### src/verilog/wmsc_map.svh
// wmsc_map.svh: offsets, codes, reset values and counts of the window monitor
// assumes: included by the package and the top module by bare name
`ifndef WMSC_MAP_SVH
`define WMSC_MAP_SVH
// mode codes, first four bits of a command word
`define WMSC_M_WD      4'h8
`define WMSC_M_WRONE   4'h9
`define WMSC_M_WRALL   4'hA
`define WMSC_M_RDONE   4'hB
`define WMSC_M_CONV1   4'hC
`define WMSC_M_TEST    4'hD
`define WMSC_M_AUTO    4'hE
`define WMSC_M_RDALL   4'hF
// bit counts at which command fields complete
`define WMSC_N_MODE    8'h04
`define WMSC_N_SHORT   8'h08
`define WMSC_N_LONG    8'h10
`define WMSC_N_BYTE1   8'h0C
// select-high limits in oscillator periods, and the saturation value
`define WMSC_CSHI_2CH  6'h08
`define WMSC_CSHI_8CH  6'h20
// apb byte offsets
`define WMSC_A_CFG     12'h000
`define WMSC_A_STAT    12'h004
`define WMSC_A_CROSS   12'h008
`define WMSC_A_RES     12'h00C
// reset value and bit counter saturation
`define WMSC_CFG_RST   1'b1
`define WMSC_BCNT_MAX  8'hFF
// pair configuration codes
`define WMSC_PC_SE     3'h0
`define WMSC_PC_DIFF   3'h1
`define WMSC_PC_OFF    3'h3
`endif

### src/verilog/wmsc_pkg.sv
// wmsc_pkg: types of the window monitor serial command port
// assumes: wmsc_map.svh on the include path
`include "wmsc_map.svh"
package wmsc_pkg;
  // watchdog scan states
  typedef enum logic [1:0] {WS_PICK, WS_CONV} wmsc_ws_t;
  // whole state of the top module
  typedef struct packed {
    logic [2:0]  ck_s;    // serial clock sync + previous
    logic [2:0]  cs_s;    // select sync + previous
    logic [2:0]  os_s;    // timebase sync + previous
    logic [1:0]  di_s;    // serial input sync
    logic [1:0]  cp_s;    // comparator sync
    logic        div;     // timebase divide by two
    logic [5:0]  cshi;    // select-high time in timebase periods
    logic [7:0]  bcnt;    // command bit counter
    logic [15:0] sh;      // input shift register
    logic [3:0]  cmd;     // latched mode code
    logic [3:0]  mode;    // active mode
    logic        rdout;   // transaction is a crossing readout
    logic        pf;      // power-fail flag
    logic        test;    // sticky test mode
    logic [11:0] cfg;     // pair configuration
    logic [23:0] osh;     // output shift register
    logic        sdo;     // serial output bit
    logic        sdoe;    // serial output enable
    logic [4:0]  bidx;    // byte index for all-limit modes
    logic        we;      // limit store write strobe
    logic [3:0]  wa;      // limit store write address
    logic [7:0]  wd;      // limit store write data
    logic [3:0]  ra;      // limit store read address
    logic [1:0]  ld;      // pending load of read data
    logic        creq;    // conversion request
    logic [3:0]  csel;    // requested mux selection
    logic        busy;    // conversion running
    logic        cdone;   // conversion finished pulse
    logic [3:0]  mux;     // mux selection driven out
    logic [7:0]  code;    // successive approximation code
    logic [2:0]  bitp;    // bit under trial
    logic [7:0]  res;     // last result
    logic [3:0]  ocnt;    // result bits still to send in single and auto modes
    logic [2:0]  ach;     // auto scan channel
    wmsc_ws_t    ws;      // watchdog scan state
    logic [3:0]  widx;    // limit under check
    logic [3:0]  tag;     // first crossing limit
    logic [15:0] stat;    // crossing status per limit
    logic        found;   // first crossing seen
    logic        intf;    // interrupt pending
    logic        eight;   // eight-channel variant
    logic        pready;  // apb ready
    logic        pslverr; // apb error
    logic [31:0] prdata;  // apb read data
    logic        belw_n;  // lower limit crossed, low active
    logic        abov_n;  // upper limit crossed, low active
  } wmsc_st_t;
endpackage : wmsc_pkg

### src/verilog/wmsc_top.sv
// wmsc_top: serial command port, limit store and watchdog sequencer
// assumes: pins arrive asynchronous to pclk; serial clock much slower than pclk
// Operation
// select low, first four bits give mode
// mode 1000 plus twelve configuration bits
// out-of-window enabled input raises interrupt
// differential pair uses lower channel limits
// select after interrupt shifts out crossings
// 1001, address, limit byte writes one limit
// limit byte is unsigned fraction, msb half
// write-all fills every limit in order
// 1011 plus address returns one limit
// read-all sends every limit, from zero
// single conversion with four selection bits
// auto mode cycles channels after each result
// test mode sticks until power removal
// timebase halved, conversion within eighteen periods
// sample on rise, output valid at fall
// msb first except limits and results
// interrupt only on actual crossing
// even address lower, odd upper limit
// two-channel variant decodes two address bits
// first crossing tagged, rest rechecked, status
// host reads status after interrupt
// conversions give eight-bit results
// power-up monitoring, power-fail flag bit
// three configuration bits per channel pair
// short select high leaves monitoring
// host sends leading one in mode
// early select release abandons command
// pins cross domains through synchronisers
`timescale 1ns/100ps
`include "wmsc_map.svh"
module wmsc_top (
  input  wire logic        pclk,
  input  wire logic        presetn,
  input  wire logic        psel,
  input  wire logic        penable,
  input  wire logic        pwrite,
  input  wire logic [11:0] paddr,
  input  wire logic [31:0] pwdata,
  output logic      [31:0] prdata,
  output logic             pready,
  output logic             pslverr,
  input  wire logic        cs_n,
  input  wire logic        serial_clk,
  input  wire logic        serial_in_line,
  output logic             serial_out_o,
  output logic             serial_out_oe,
  input  wire logic        conversion_timebase,
  output logic             int_out,
  output logic             int_oe,
  output logic             eoc,
  output logic             below_window_n,
  output logic             above_window_n,
  output logic      [3:0]  mux_sel,
  output logic      [7:0]  dac_code,
  input  wire logic        cmp_above
);
  import wmsc_pkg::*;

  // power-up state: monitoring with power-fail flag and interrupt pending
  localparam wmsc_st_t ST_RST = '{ck_s: 3'h0, cs_s: 3'h7, mode: `WMSC_M_WD,
    pf: 1'b1, intf: 1'b1, eight: `WMSC_CFG_RST, cshi: `WMSC_CSHI_8CH,
    belw_n: 1'b1, abov_n: 1'b1, ws: WS_PICK, default: '0};

  wmsc_st_t   st_ff;     // registered state
  wmsc_st_t   nxt_st;    // next state
  logic [7:0] ram_q;     // limit store read data

  // bit reversal, limits and results travel lsb first
  function automatic logic [7:0] rev8(input logic [7:0] v);
    for (int i = 0; i < 8; i++) begin
      rev8[i] = v[7 - i];
    end
  endfunction : rev8

  // configuration group of the pair holding channel c
  function automatic logic [2:0] pcfg(input logic [2:0] c, input logic [11:0] cfg);
    pcfg = 3'(cfg >> (4'(c[2:1]) * 4'h3));
  endfunction : pcfg

  // channel enabled; odd half of a differential pair is folded into even
  function automatic logic ch_on(input logic [2:0] c, input logic [11:0] cfg,
                                 input logic e8);
    ch_on = (e8 | (c < 3'h2)) &
            (c[0] ? (pcfg(c, cfg) == `WMSC_PC_SE) : (pcfg(c, cfg) != `WMSC_PC_OFF));
  endfunction : ch_on

  // mux selection: bit 3 marks a differential pair
  function automatic logic [3:0] ch_sel(input logic [2:0] c, input logic [11:0] cfg);
    ch_sel = {pcfg(c, cfg) == `WMSC_PC_DIFF, c};
  endfunction : ch_sel

  // next enabled channel after cur, wrapping; cur itself when none other
  function automatic logic [2:0] nxt_ch(input logic [2:0] cur, input logic [11:0] cfg,
                                       input logic e8);
    logic [2:0] c;
    nxt_ch = cur;
    for (int i = 8; i >= 1; i--) begin
      c = cur + 3'(i);
      if (ch_on(c, cfg, e8)) begin
        nxt_ch = c;
      end
    end
  endfunction : nxt_ch

  // address decode for the smaller variant drops the two upper bits
  function automatic logic [3:0] amask(input logic [3:0] a, input logic e8);
    amask = e8 ? a : {2'b00, a[1:0]};
  endfunction : amask

  // limit store, the only memory of the block
  wmsc_ram u_ram (
    .pclk  (pclk),
    .we    (st_ff.we),
    .waddr (st_ff.wa),
    .wdata (st_ff.wd),
    .raddr (st_ff.ra),
    .rdata (ram_q)
  );

  // next-state logic
  always_comb begin
    logic       ck_r;    // serial clock rising
    logic       cs_f;    // select falling
    logic       cs_r;    // select rising
    logic       csn;     // synced select
    logic       os_r;    // timebase rising
    logic       tick;    // half-rate sequencing enable
    logic       fail;    // compare result
    logic [7:0] nc;      // bit count including the new bit
    logic [15:0] shn;    // shift register including the new bit
    logic [4:0] nlim;    // number of limits
    logic [3:0] nw;      // next limit index
    logic [7:0] c;       // trial code
    nxt_st = st_ff;
    // two flops per pin before use, third flop only for edges
    nxt_st.ck_s = {st_ff.ck_s[1:0], serial_clk};
    nxt_st.cs_s = {st_ff.cs_s[1:0], cs_n};
    nxt_st.os_s = {st_ff.os_s[1:0], conversion_timebase};
    nxt_st.di_s = {st_ff.di_s[0], serial_in_line};
    nxt_st.cp_s = {st_ff.cp_s[0], cmp_above};
    ck_r = st_ff.ck_s[1] & ~st_ff.ck_s[2];
    csn  = st_ff.cs_s[1];
    cs_f = ~st_ff.cs_s[1] & st_ff.cs_s[2];
    cs_r = st_ff.cs_s[1] & ~st_ff.cs_s[2];
    os_r = st_ff.os_s[1] & ~st_ff.os_s[2];
    tick = os_r & st_ff.div;
    if (os_r) begin
      nxt_st.div = ~st_ff.div;
    end
    nlim = st_ff.eight ? 5'h10 : 5'h04;
    nc   = st_ff.bcnt + 8'h01;
    shn  = {st_ff.sh[14:0], st_ff.di_s[1]};
    nxt_st.we    = 1'b0;
    nxt_st.cdone = 1'b0;
    nxt_st.ld    = {st_ff.ld[0], 1'b0};
    nxt_st.sdoe  = ~csn;
    fail = 1'b0;
    nw   = 4'h0;
    c    = st_ff.code;
    // select-high time, saturating at the longer limit
    if (csn && os_r && st_ff.cshi != `WMSC_CSHI_8CH) begin
      nxt_st.cshi = st_ff.cshi + 6'h01;
    end
    // successive approximation, one bit per tick; start on a tick so the first trial settles
    if (!st_ff.busy && st_ff.creq && tick) begin
      nxt_st.busy = 1'b1;
      nxt_st.creq = 1'b0;
      nxt_st.mux  = st_ff.csel;
      nxt_st.code = 8'h80;
      nxt_st.bitp = 3'h7;
    end else if (st_ff.busy && tick) begin
      if (!st_ff.cp_s[1]) begin
        c[st_ff.bitp] = 1'b0;           // input below trial level
      end
      if (st_ff.bitp == 3'h0) begin
        nxt_st.busy  = 1'b0;            // eight ticks, sixteen periods
        nxt_st.cdone = 1'b1;
        nxt_st.res   = c;
      end else begin
        c[st_ff.bitp - 3'h1] = 1'b1;
        nxt_st.bitp = st_ff.bitp - 3'h1;
      end
      nxt_st.code = c;
    end
    // watchdog scan: one conversion and one compare per enabled limit, disabled limits skipped
    if (st_ff.mode == `WMSC_M_WD && !st_ff.test) begin
      nw = st_ff.eight ? st_ff.widx + 4'h1 : {2'b00, st_ff.widx[1:0] + 2'b01};
      unique case (st_ff.ws)
        WS_PICK: begin
          if (!st_ff.intf) begin
            nxt_st.ra = st_ff.widx;
            if (ch_on(st_ff.widx[3:1], st_ff.cfg, st_ff.eight)) begin
              nxt_st.creq = 1'b1;      // differential value, lower channel limits
              nxt_st.csel = ch_sel(st_ff.widx[3:1], st_ff.cfg);
              nxt_st.ws   = WS_CONV;
            end else begin
              nxt_st.widx = nw;
              if (st_ff.found && nw == st_ff.tag) begin
                nxt_st.intf = 1'b1;
              end
            end
          end
        end
        WS_CONV: begin
          if (st_ff.cdone && !st_ff.creq) begin  // a waiting request marks a stale result
            // limit byte and result share the same binary weighting
            fail = st_ff.widx[0] ? (st_ff.res > ram_q) : (st_ff.res < ram_q);
            if (fail) begin
              nxt_st.stat[st_ff.widx] = 1'b1;
            end
            if (fail && !st_ff.found) begin
              nxt_st.found = 1'b1;
              nxt_st.tag   = st_ff.widx;
            end
            // interrupt once the remaining limits were checked again
            if ((st_ff.found || fail) && nw == (st_ff.found ? st_ff.tag : st_ff.widx)) begin
              nxt_st.intf = 1'b1;
            end
            nxt_st.widx = nw;
            nxt_st.ws   = WS_PICK;
          end
        end
      endcase
    end
    // conversion results go lsb first into the output register
    if (st_ff.cdone && (st_ff.mode == `WMSC_M_CONV1 || st_ff.mode == `WMSC_M_AUTO)) begin
      nxt_st.osh  = {rev8(st_ff.res), 16'h0000};
      nxt_st.ocnt = 4'h8;
    end
    // serial shifting on synced serial clock rise
    if (ck_r && !csn) begin
      nxt_st.sdo = st_ff.osh[23];                       // stable until next rise
      nxt_st.osh = {st_ff.osh[22:0], 1'b0};
      if (st_ff.ocnt != 4'h0) begin
        nxt_st.ocnt = st_ff.ocnt - 4'h1;
        if (st_ff.ocnt == 4'h1 && st_ff.mode == `WMSC_M_AUTO) begin
          nxt_st.ach  = nxt_ch(st_ff.ach, st_ff.cfg, st_ff.eight);
          nxt_st.creq = 1'b1;
          nxt_st.csel = ch_sel(nxt_ch(st_ff.ach, st_ff.cfg, st_ff.eight), st_ff.cfg);
        end
      end
      if (!st_ff.rdout && !st_ff.test) begin
        nxt_st.sh = shn;
        if (st_ff.bcnt != `WMSC_BCNT_MAX) begin
          nxt_st.bcnt = nc;
        end
        if (nc == `WMSC_N_MODE) begin
          nxt_st.cmd  = shn[3:0];
          nxt_st.bidx = 5'h00;
          if (shn[3:0] == `WMSC_M_TEST) begin
            nxt_st.test = 1'b1;
            nxt_st.mode = shn[3:0];
          end
          if (shn[3:0] == `WMSC_M_RDALL) begin
            nxt_st.ra   = 4'h0;                         // lower limit of channel zero
            nxt_st.ld   = 2'b01;
            nxt_st.bidx = 5'h01;
          end
        end
        if (nc > `WMSC_N_MODE) begin
          unique case (st_ff.cmd)
            `WMSC_M_WD, `WMSC_M_AUTO: begin
              if (nc == `WMSC_N_LONG) begin
                nxt_st.cfg  = shn[11:0];
                nxt_st.ach  = nxt_ch(3'h7, shn[11:0], st_ff.eight);
                nxt_st.creq = (st_ff.cmd == `WMSC_M_AUTO);
                nxt_st.csel = ch_sel(nxt_ch(3'h7, shn[11:0], st_ff.eight), shn[11:0]);
              end
            end
            `WMSC_M_WRONE: begin
              if (nc == `WMSC_N_LONG) begin
                nxt_st.we = 1'b1;
                nxt_st.wa = amask(shn[11:8], st_ff.eight);
                nxt_st.wd = rev8(shn[7:0]);
              end
            end
            `WMSC_M_WRALL: begin
              if (nc >= `WMSC_N_BYTE1 && nc[2:0] == 3'h4 && st_ff.bidx < nlim) begin
                nxt_st.we   = 1'b1;
                nxt_st.wa   = st_ff.bidx[3:0];
                nxt_st.wd   = rev8(shn[7:0]);
                nxt_st.bidx = st_ff.bidx + 5'h01;
              end
            end
            `WMSC_M_RDONE: begin
              if (nc == `WMSC_N_SHORT) begin
                nxt_st.ra = amask(shn[3:0], st_ff.eight);
                nxt_st.ld = 2'b01;
              end
            end
            `WMSC_M_RDALL: begin
              if (nc[2:0] == 3'h4 && st_ff.bidx < nlim) begin
                nxt_st.ra   = st_ff.bidx[3:0];
                nxt_st.ld   = 2'b01;
                nxt_st.bidx = st_ff.bidx + 5'h01;
              end
            end
            `WMSC_M_CONV1: begin
              if (nc == `WMSC_N_SHORT) begin
                nxt_st.creq = 1'b1;
                nxt_st.csel = shn[3:0];
              end
            end
            default: begin
            end
          endcase
        end
        // a completed command switches mode and clears the flags
        if ((nc == `WMSC_N_LONG && (st_ff.cmd == `WMSC_M_WD || st_ff.cmd == `WMSC_M_AUTO ||
             st_ff.cmd == `WMSC_M_WRONE)) ||
            (nc == `WMSC_N_SHORT && (st_ff.cmd == `WMSC_M_RDONE ||
             st_ff.cmd == `WMSC_M_CONV1)) ||
            (nc == `WMSC_N_BYTE1 && st_ff.cmd == `WMSC_M_WRALL) ||
            (nc == `WMSC_N_MODE && shn[3:0] == `WMSC_M_RDALL)) begin
          nxt_st.mode  = (nc == `WMSC_N_MODE) ? shn[3:0] : st_ff.cmd;
          nxt_st.pf    = 1'b0;
          nxt_st.intf  = 1'b0;
          nxt_st.found = 1'b0;
          nxt_st.stat  = 16'h0000;
          nxt_st.widx  = 4'h0;
          nxt_st.ws    = WS_PICK;
        end
      end
    end
    // limit data arrives two cycles after its read address
    if (st_ff.ld[1]) begin
      nxt_st.osh = {rev8(ram_q), 16'h0000};
    end
    // select low after a long high in monitoring gives the readout
    if (cs_f && !st_ff.test) begin
      nxt_st.cshi = 6'h00;
      if (st_ff.mode == `WMSC_M_WD &&
          st_ff.cshi >= (st_ff.eight ? `WMSC_CSHI_8CH : `WMSC_CSHI_2CH)) begin
        nxt_st.rdout = 1'b1;
        nxt_st.osh   = st_ff.eight ? {st_ff.stat, st_ff.tag, st_ff.pf, 3'h0}
                                   : {st_ff.stat[3:0], st_ff.tag, st_ff.pf, 15'h0000};
      end
    end
    // select release abandons any partial command
    if (cs_r) begin
      nxt_st.bcnt  = 8'h00;
      nxt_st.rdout = 1'b0;
      if (st_ff.rdout) begin
        nxt_st.intf  = 1'b0;                            // readout rearms the scan
        nxt_st.found = 1'b0;
        nxt_st.stat  = 16'h0000;
        nxt_st.widx  = 4'h0;
        nxt_st.ws    = WS_PICK;
      end
    end
    // crossing direction pins exist only for the two-channel variant
    nxt_st.belw_n = st_ff.eight | ~(st_ff.intf & (st_ff.stat[0] | st_ff.stat[2]));
    nxt_st.abov_n = st_ff.eight | ~(st_ff.intf & (st_ff.stat[1] | st_ff.stat[3]));
    // apb slave: ready in the first access cycle
    nxt_st.pready  = 1'b0;
    nxt_st.pslverr = 1'b0;
    if (psel && !penable && !st_ff.pready) begin
      nxt_st.pready = 1'b1;
      unique case (paddr)
        `WMSC_A_CFG:   nxt_st.prdata = {31'h0, st_ff.eight};
        `WMSC_A_STAT:  nxt_st.prdata = {24'h0, st_ff.intf, st_ff.busy, st_ff.test,
                                        st_ff.pf, st_ff.mode};
        `WMSC_A_CROSS: nxt_st.prdata = {12'h0, st_ff.tag, st_ff.stat};
        `WMSC_A_RES:   nxt_st.prdata = {24'h0, st_ff.res};
        default: begin
          nxt_st.prdata  = 32'h0;               // unmapped: error, zero data
          nxt_st.pslverr = 1'b1;
        end
      endcase
    end
    if (psel && penable && st_ff.pready && pwrite && paddr == `WMSC_A_CFG) begin
      nxt_st.eight = pwdata[0];                 // variant steers decode and scan
    end
  end

  // single state register
  always_ff @(posedge pclk or negedge presetn) begin
    if (!presetn) begin
      st_ff <= ST_RST;
    end else begin
      st_ff <= nxt_st;
    end
  end

  // outputs straight from the state register
  assign prdata         = st_ff.prdata;
  assign pready         = st_ff.pready;
  assign pslverr        = st_ff.pslverr;
  assign serial_out_o   = st_ff.sdo;
  assign serial_out_oe  = st_ff.sdoe;
  assign int_out        = st_ff.cp_s[1] & 1'b0;
  assign int_oe         = st_ff.intf;
  assign eoc            = ~st_ff.busy;
  assign below_window_n = st_ff.belw_n;
  assign above_window_n = st_ff.abov_n;
  assign mux_sel        = st_ff.mux;
  assign dac_code       = st_ff.code;
endmodule : wmsc_top

### src/verilog/wmsc_ram.sv
// wmsc_ram: sixteen by eight limit store, registered read data
// assumes: one clock, write and read address from registered logic
`timescale 1ns/100ps
module wmsc_ram (
  input  wire logic       pclk,
  input  wire logic       we,
  input  wire logic [3:0] waddr,
  input  wire logic [7:0] wdata,
  input  wire logic [3:0] raddr,
  output logic      [7:0] rdata
);
  logic [7:0] mem [16];  // limit words, even lower, odd upper

  // no reset: limit contents are undefined until software writes them
  always_ff @(posedge pclk) begin
    if (we) begin
      mem[waddr] <= wdata;
    end
    rdata <= mem[raddr];
  end
endmodule : wmsc_ram

### config.mk
export PLATFORM = sky130hd
export DESIGN_NAME = wmsc_top
export DESIGN_NICKNAME = d
export VERILOG_FILES = /design/src/verilog/wmsc_pkg.sv /design/src/verilog/wmsc_top.sv /design/src/verilog/wmsc_ram.sv
export VERILOG_INCLUDE_DIRS = /design/src /design/src/verilog
export SDC_FILE = /design/constraint.sdc
export NUM_CORES = 1
export LEC_CHECK = 0
export ABC_AREA = 1
export BUFFER_PORTS_ARGS = -buffer_cell sky130_fd_sc_hd__buf_2
export CORE_MARGIN = 2
export CORE_UTILIZATION = 25
export CTS_BUF_LIST = sky130_fd_sc_hd__clkbuf_16
export DETAILED_ROUTE_END_ITERATION = 10
export MAX_ROUTING_LAYER = met4
export PLACE_DENSITY = 0.38
export SETUP_SLACK_MARGIN = 0.02
export SLEW_MARGIN = 20
export SYNTH_ARGS = -nofsm -noshare
export SYNTH_HDL_FRONTEND = slang
export SYNTH_SLANG_ARGS = --single-unit
export TNS_END_PERCENT = 30
### constraint.sdc
create_clock -name pclk -period 4.35 [get_ports pclk]
set_input_delay 0.87 -clock pclk [delete_from_list [all_inputs] [get_ports pclk]]
set_output_delay 0.87 -clock pclk [all_outputs]
set_load 0.02 [all_outputs]
==> reports/summary.txt <==
status -> finished, final reports clean
Slew headroom -> 29.0%
Final setup viols -> 0
setup TNS -> 0 ns
RR Startpoint -> st_ff[66]
leak pwr -> 8.08 nW
Layout area overhead -> 14.1%
Synth Flop Type -> dfrtp_1
global placer's final weighted congestion -> 0.834
Synth Register Bits -> 338
CTS max path bufs -> 3
WP data required -> 4.79 ns
Die W -> 266 µm
Final Hold Violating Endpoints -> 0
vias per cell -> 4.70
Min-Delay Endpoint -> st_ff[207]
Worst Hold Class -> reg -> reg
starting density of the core -> 25.3%
top cells by area, synth -> dfrtp_1, edfxtp_1, nand2_1
RSZ-0062 raised after global routing -> no
H-tree depth -> 2
hold_buf cts -> 0
hold_sp -> nxt_st[207]
number of global-route vias before repair -> 13.2k
Netlist cell types -> 62
post-cts gate resize count -> 0
setup slack, reg-to-reg -> 0.92 ns
DRT iter0 DRCs -> 948
TritonCTS buffer count -> 42
post-layout util -> 28.9%
Area after DPL -> 0.0181 mm²
Slew @ Worst Pin -> 1.06 ns
total power -> 0.00856 W
area of the multi-input gates -> 0.00652 mm²
TritonCTS clock tree -> built
element type at the critical path start -> register
maximum VDD drop -> 0.200 mV
count leader, synth -> nand2_1
grt total ovfl -> 0
Die Span Y -> 266 µm
reg2reg end -> st_ff[98]
IO Port Bufs -> 62
Worst Path Max Fanout -> 23
worst slack, placed -> 0.942 ns
top post-synthesis cells by count -> nand2_1, inv_1, dfrtp_1, o21ai_0, edfxtp_1
layout cells sized above 1 -> 11.1%
Synth top area share -> 28.1%
# DRC -> 0
Worst Clk Skew -> 0.0290 ns
CTS clk-pin slew, worst paths -> 0.06 ns
Ant. Diodes -> 0
clk root buf -> clkbuf_16
critical path class -> reg -> reg
Synth Instances -> 1875
Max Transition Viols Final -> 0
asr flop ratio synth -> 59.8%
Syn Area/Cell -> 9.12 µm²
sequential fraction of the synthesis area -> 53.0%
number of antenna violations at the first check in global routing -> 1
largest net degree at the start of global routing -> 103
crit share post-route -> 78.8%
Cell Area, Synth -> 0.0171 mm²
Register-to-Register Path Depth -> 26
Final ANT Viol Nets -> 0
first-pass GRT wire length -> 81.9 mm
FF+latch area -> 0.00907 mm²
Worst Setup End Kind -> register
Fillers -> 7184
max-capacitance violation count -> 0
worst skew pair latency -> 0.57 ns
largest area contributor in the netlist -> dfrtp_1
routed len/inst -> 18.8 µm
CP Data Arrival Time -> 3.87 ns
pwr dens -> 439 mW/mm²
All-Layer GR Usage -> 15.6%
yosys warns -> 0
final wirelength -> 52.8 mm
Final WS setup -> 0.922 ns
clk sinks -> 338
layout net count -> 1990
Detailed Place HPWL -> 37.5 mm
Detailed Routing Iterations Pass 1 -> 5
Post-CTS Repair Setup Buffers -> 0
Ports -> 107
hold depth -> 0
Via Count -> 13.2k
post-route cell area -> 0.0195 mm²
Post-synth EDFFs -> 128
row count -> 95
fmax -> 292 MHz
Die ar. -> 0.0705 mm²
fin crit period -> 3.43 ns
core box area -> 0.0675 mm²
==> worst max-delay path by stage <==
stage,startpoint,to,cells past startpoint
after detailed placement,st_ff[191],st_ff[60],18
after floorplan,st_ff[66],st_ff[100],24
after global routing,st_ff[66],st_ff[100],23
after global placement,st_ff[66],st_ff[100],26
after CTS,st_ff[191],st_ff[38],18
final,st_ff[66],st_ff[98],26
==> report_power, final <==
| group | internal [W] | switching (W) | leakage [nW] |
|---|---|---|---|
| clock | 0.00212 | 0.00141 | 0.709 |
| combinational | 0.000459 | 0.000977 | 3.35 |
| sequential | 0.00344 | 0.000153 | 4.02 |
==> worst max-delay path: stages, from the launching register on <==
cell      delay (ns)
dfrtp_1         0.35
clkinv_1        0.28
ha_1            0.53
buf_4           0.28
nand2_1         0.08
o21ai_0         0.13
nand2_1         0.10
nand2_1         0.08
nand2_1         0.04
nand2_1         0.05
nand2_1         0.13
nand2_1         0.12
nand2_1         0.06
nand3_1         0.07
nand2_1         0.06
nand2_1         0.06
nand2_1         0.05
nand2_1         0.05
nand2_1         0.05
nand2_1         0.09
nand2_1         0.09
nand2_1         0.15
nand2_1         0.07
nand3_1         0.09
o211ai_1        0.10
nand2_1         0.11
nand2_1         0.05
==> metrics by stage <==
| stage | hold slack [ns] | std cells |
|---|---|---|
| 2_1_floorplan | 0.331 | 1887 |
| 3_3_place_gp | 0.334 | 2735 |
| 3_5_place_dp | 0.335 | 2735 |
| 4_1_cts | 0.348 | 2812 |
| 5_1_grt | 0.358 | 2812 |
| 6_report | 0.347 | 2812 |
==> cell type report <==
cell class / count / share of cell area [%]
clock buffers: 44 / 5.64
clock inverters: 33 / 1.45
inverters: 249 / 4.83
multi-input cells: 1191 / 33.4
flip-flops and latches: 338 / 46.5
well taps: 873 / 5.60
repair buffers: 84 / 2.55
==> sequential cells by signal, summed over array words and instances, names as in the netlist, 4 cells and up <==
register / count
dac_code: 8
mux_sel: 4
nxt_st: 8
prdata: 20
st_ff: 155
u_ram.mem: 128
u_ram.rdata: 8
==> cells by family after synthesis <==
kind of cell    Yosys count  share of synthesized area, %
buf+inv                 358                          9.13
mux                      33                          1.94
simple gates            607                          15.3
other cells               1                        0.0219
flops                   338                          53.0
xor+xnor                 13                         0.666
compound gates          495                          17.7
fa+ha+maj                30                          2.19
==> cell usage in the layout (no fill, tap or decap), types with 26 or more instances in the layout <==
| cell type | count |
|---|---|
| o22ai_1 | 29 |
| inv_1 | 239 |
| o21ai_0 | 169 |
| nand3_1 | 85 |
| ha_1 | 30 |
| edfxtp_1 | 128 |
| clkbuf_16 | 44 |
| nor3_1 | 26 |
| dfrtp_1 | 191 |
| buf_2 | 61 |
| a21oi_1 | 99 |
| nor2_1 | 103 |
| o211ai_1 | 62 |
| nand2_1 | 349 |
| mux2i_1 | 32 |
==> per-layer routing <==
layer | vias to the layer above | global-route usage, % | share of wire, %
met4 | 0 | 4.45 | 2.6
met5 | - | - | 0
met2 | 248 | 24.3 | 46
met1 | 6402 | 20.9 | 48
li1 | 6478 | - | -
met3 | 77 | 2.46 | 3.9
Power figures use the tool's default switching activity.
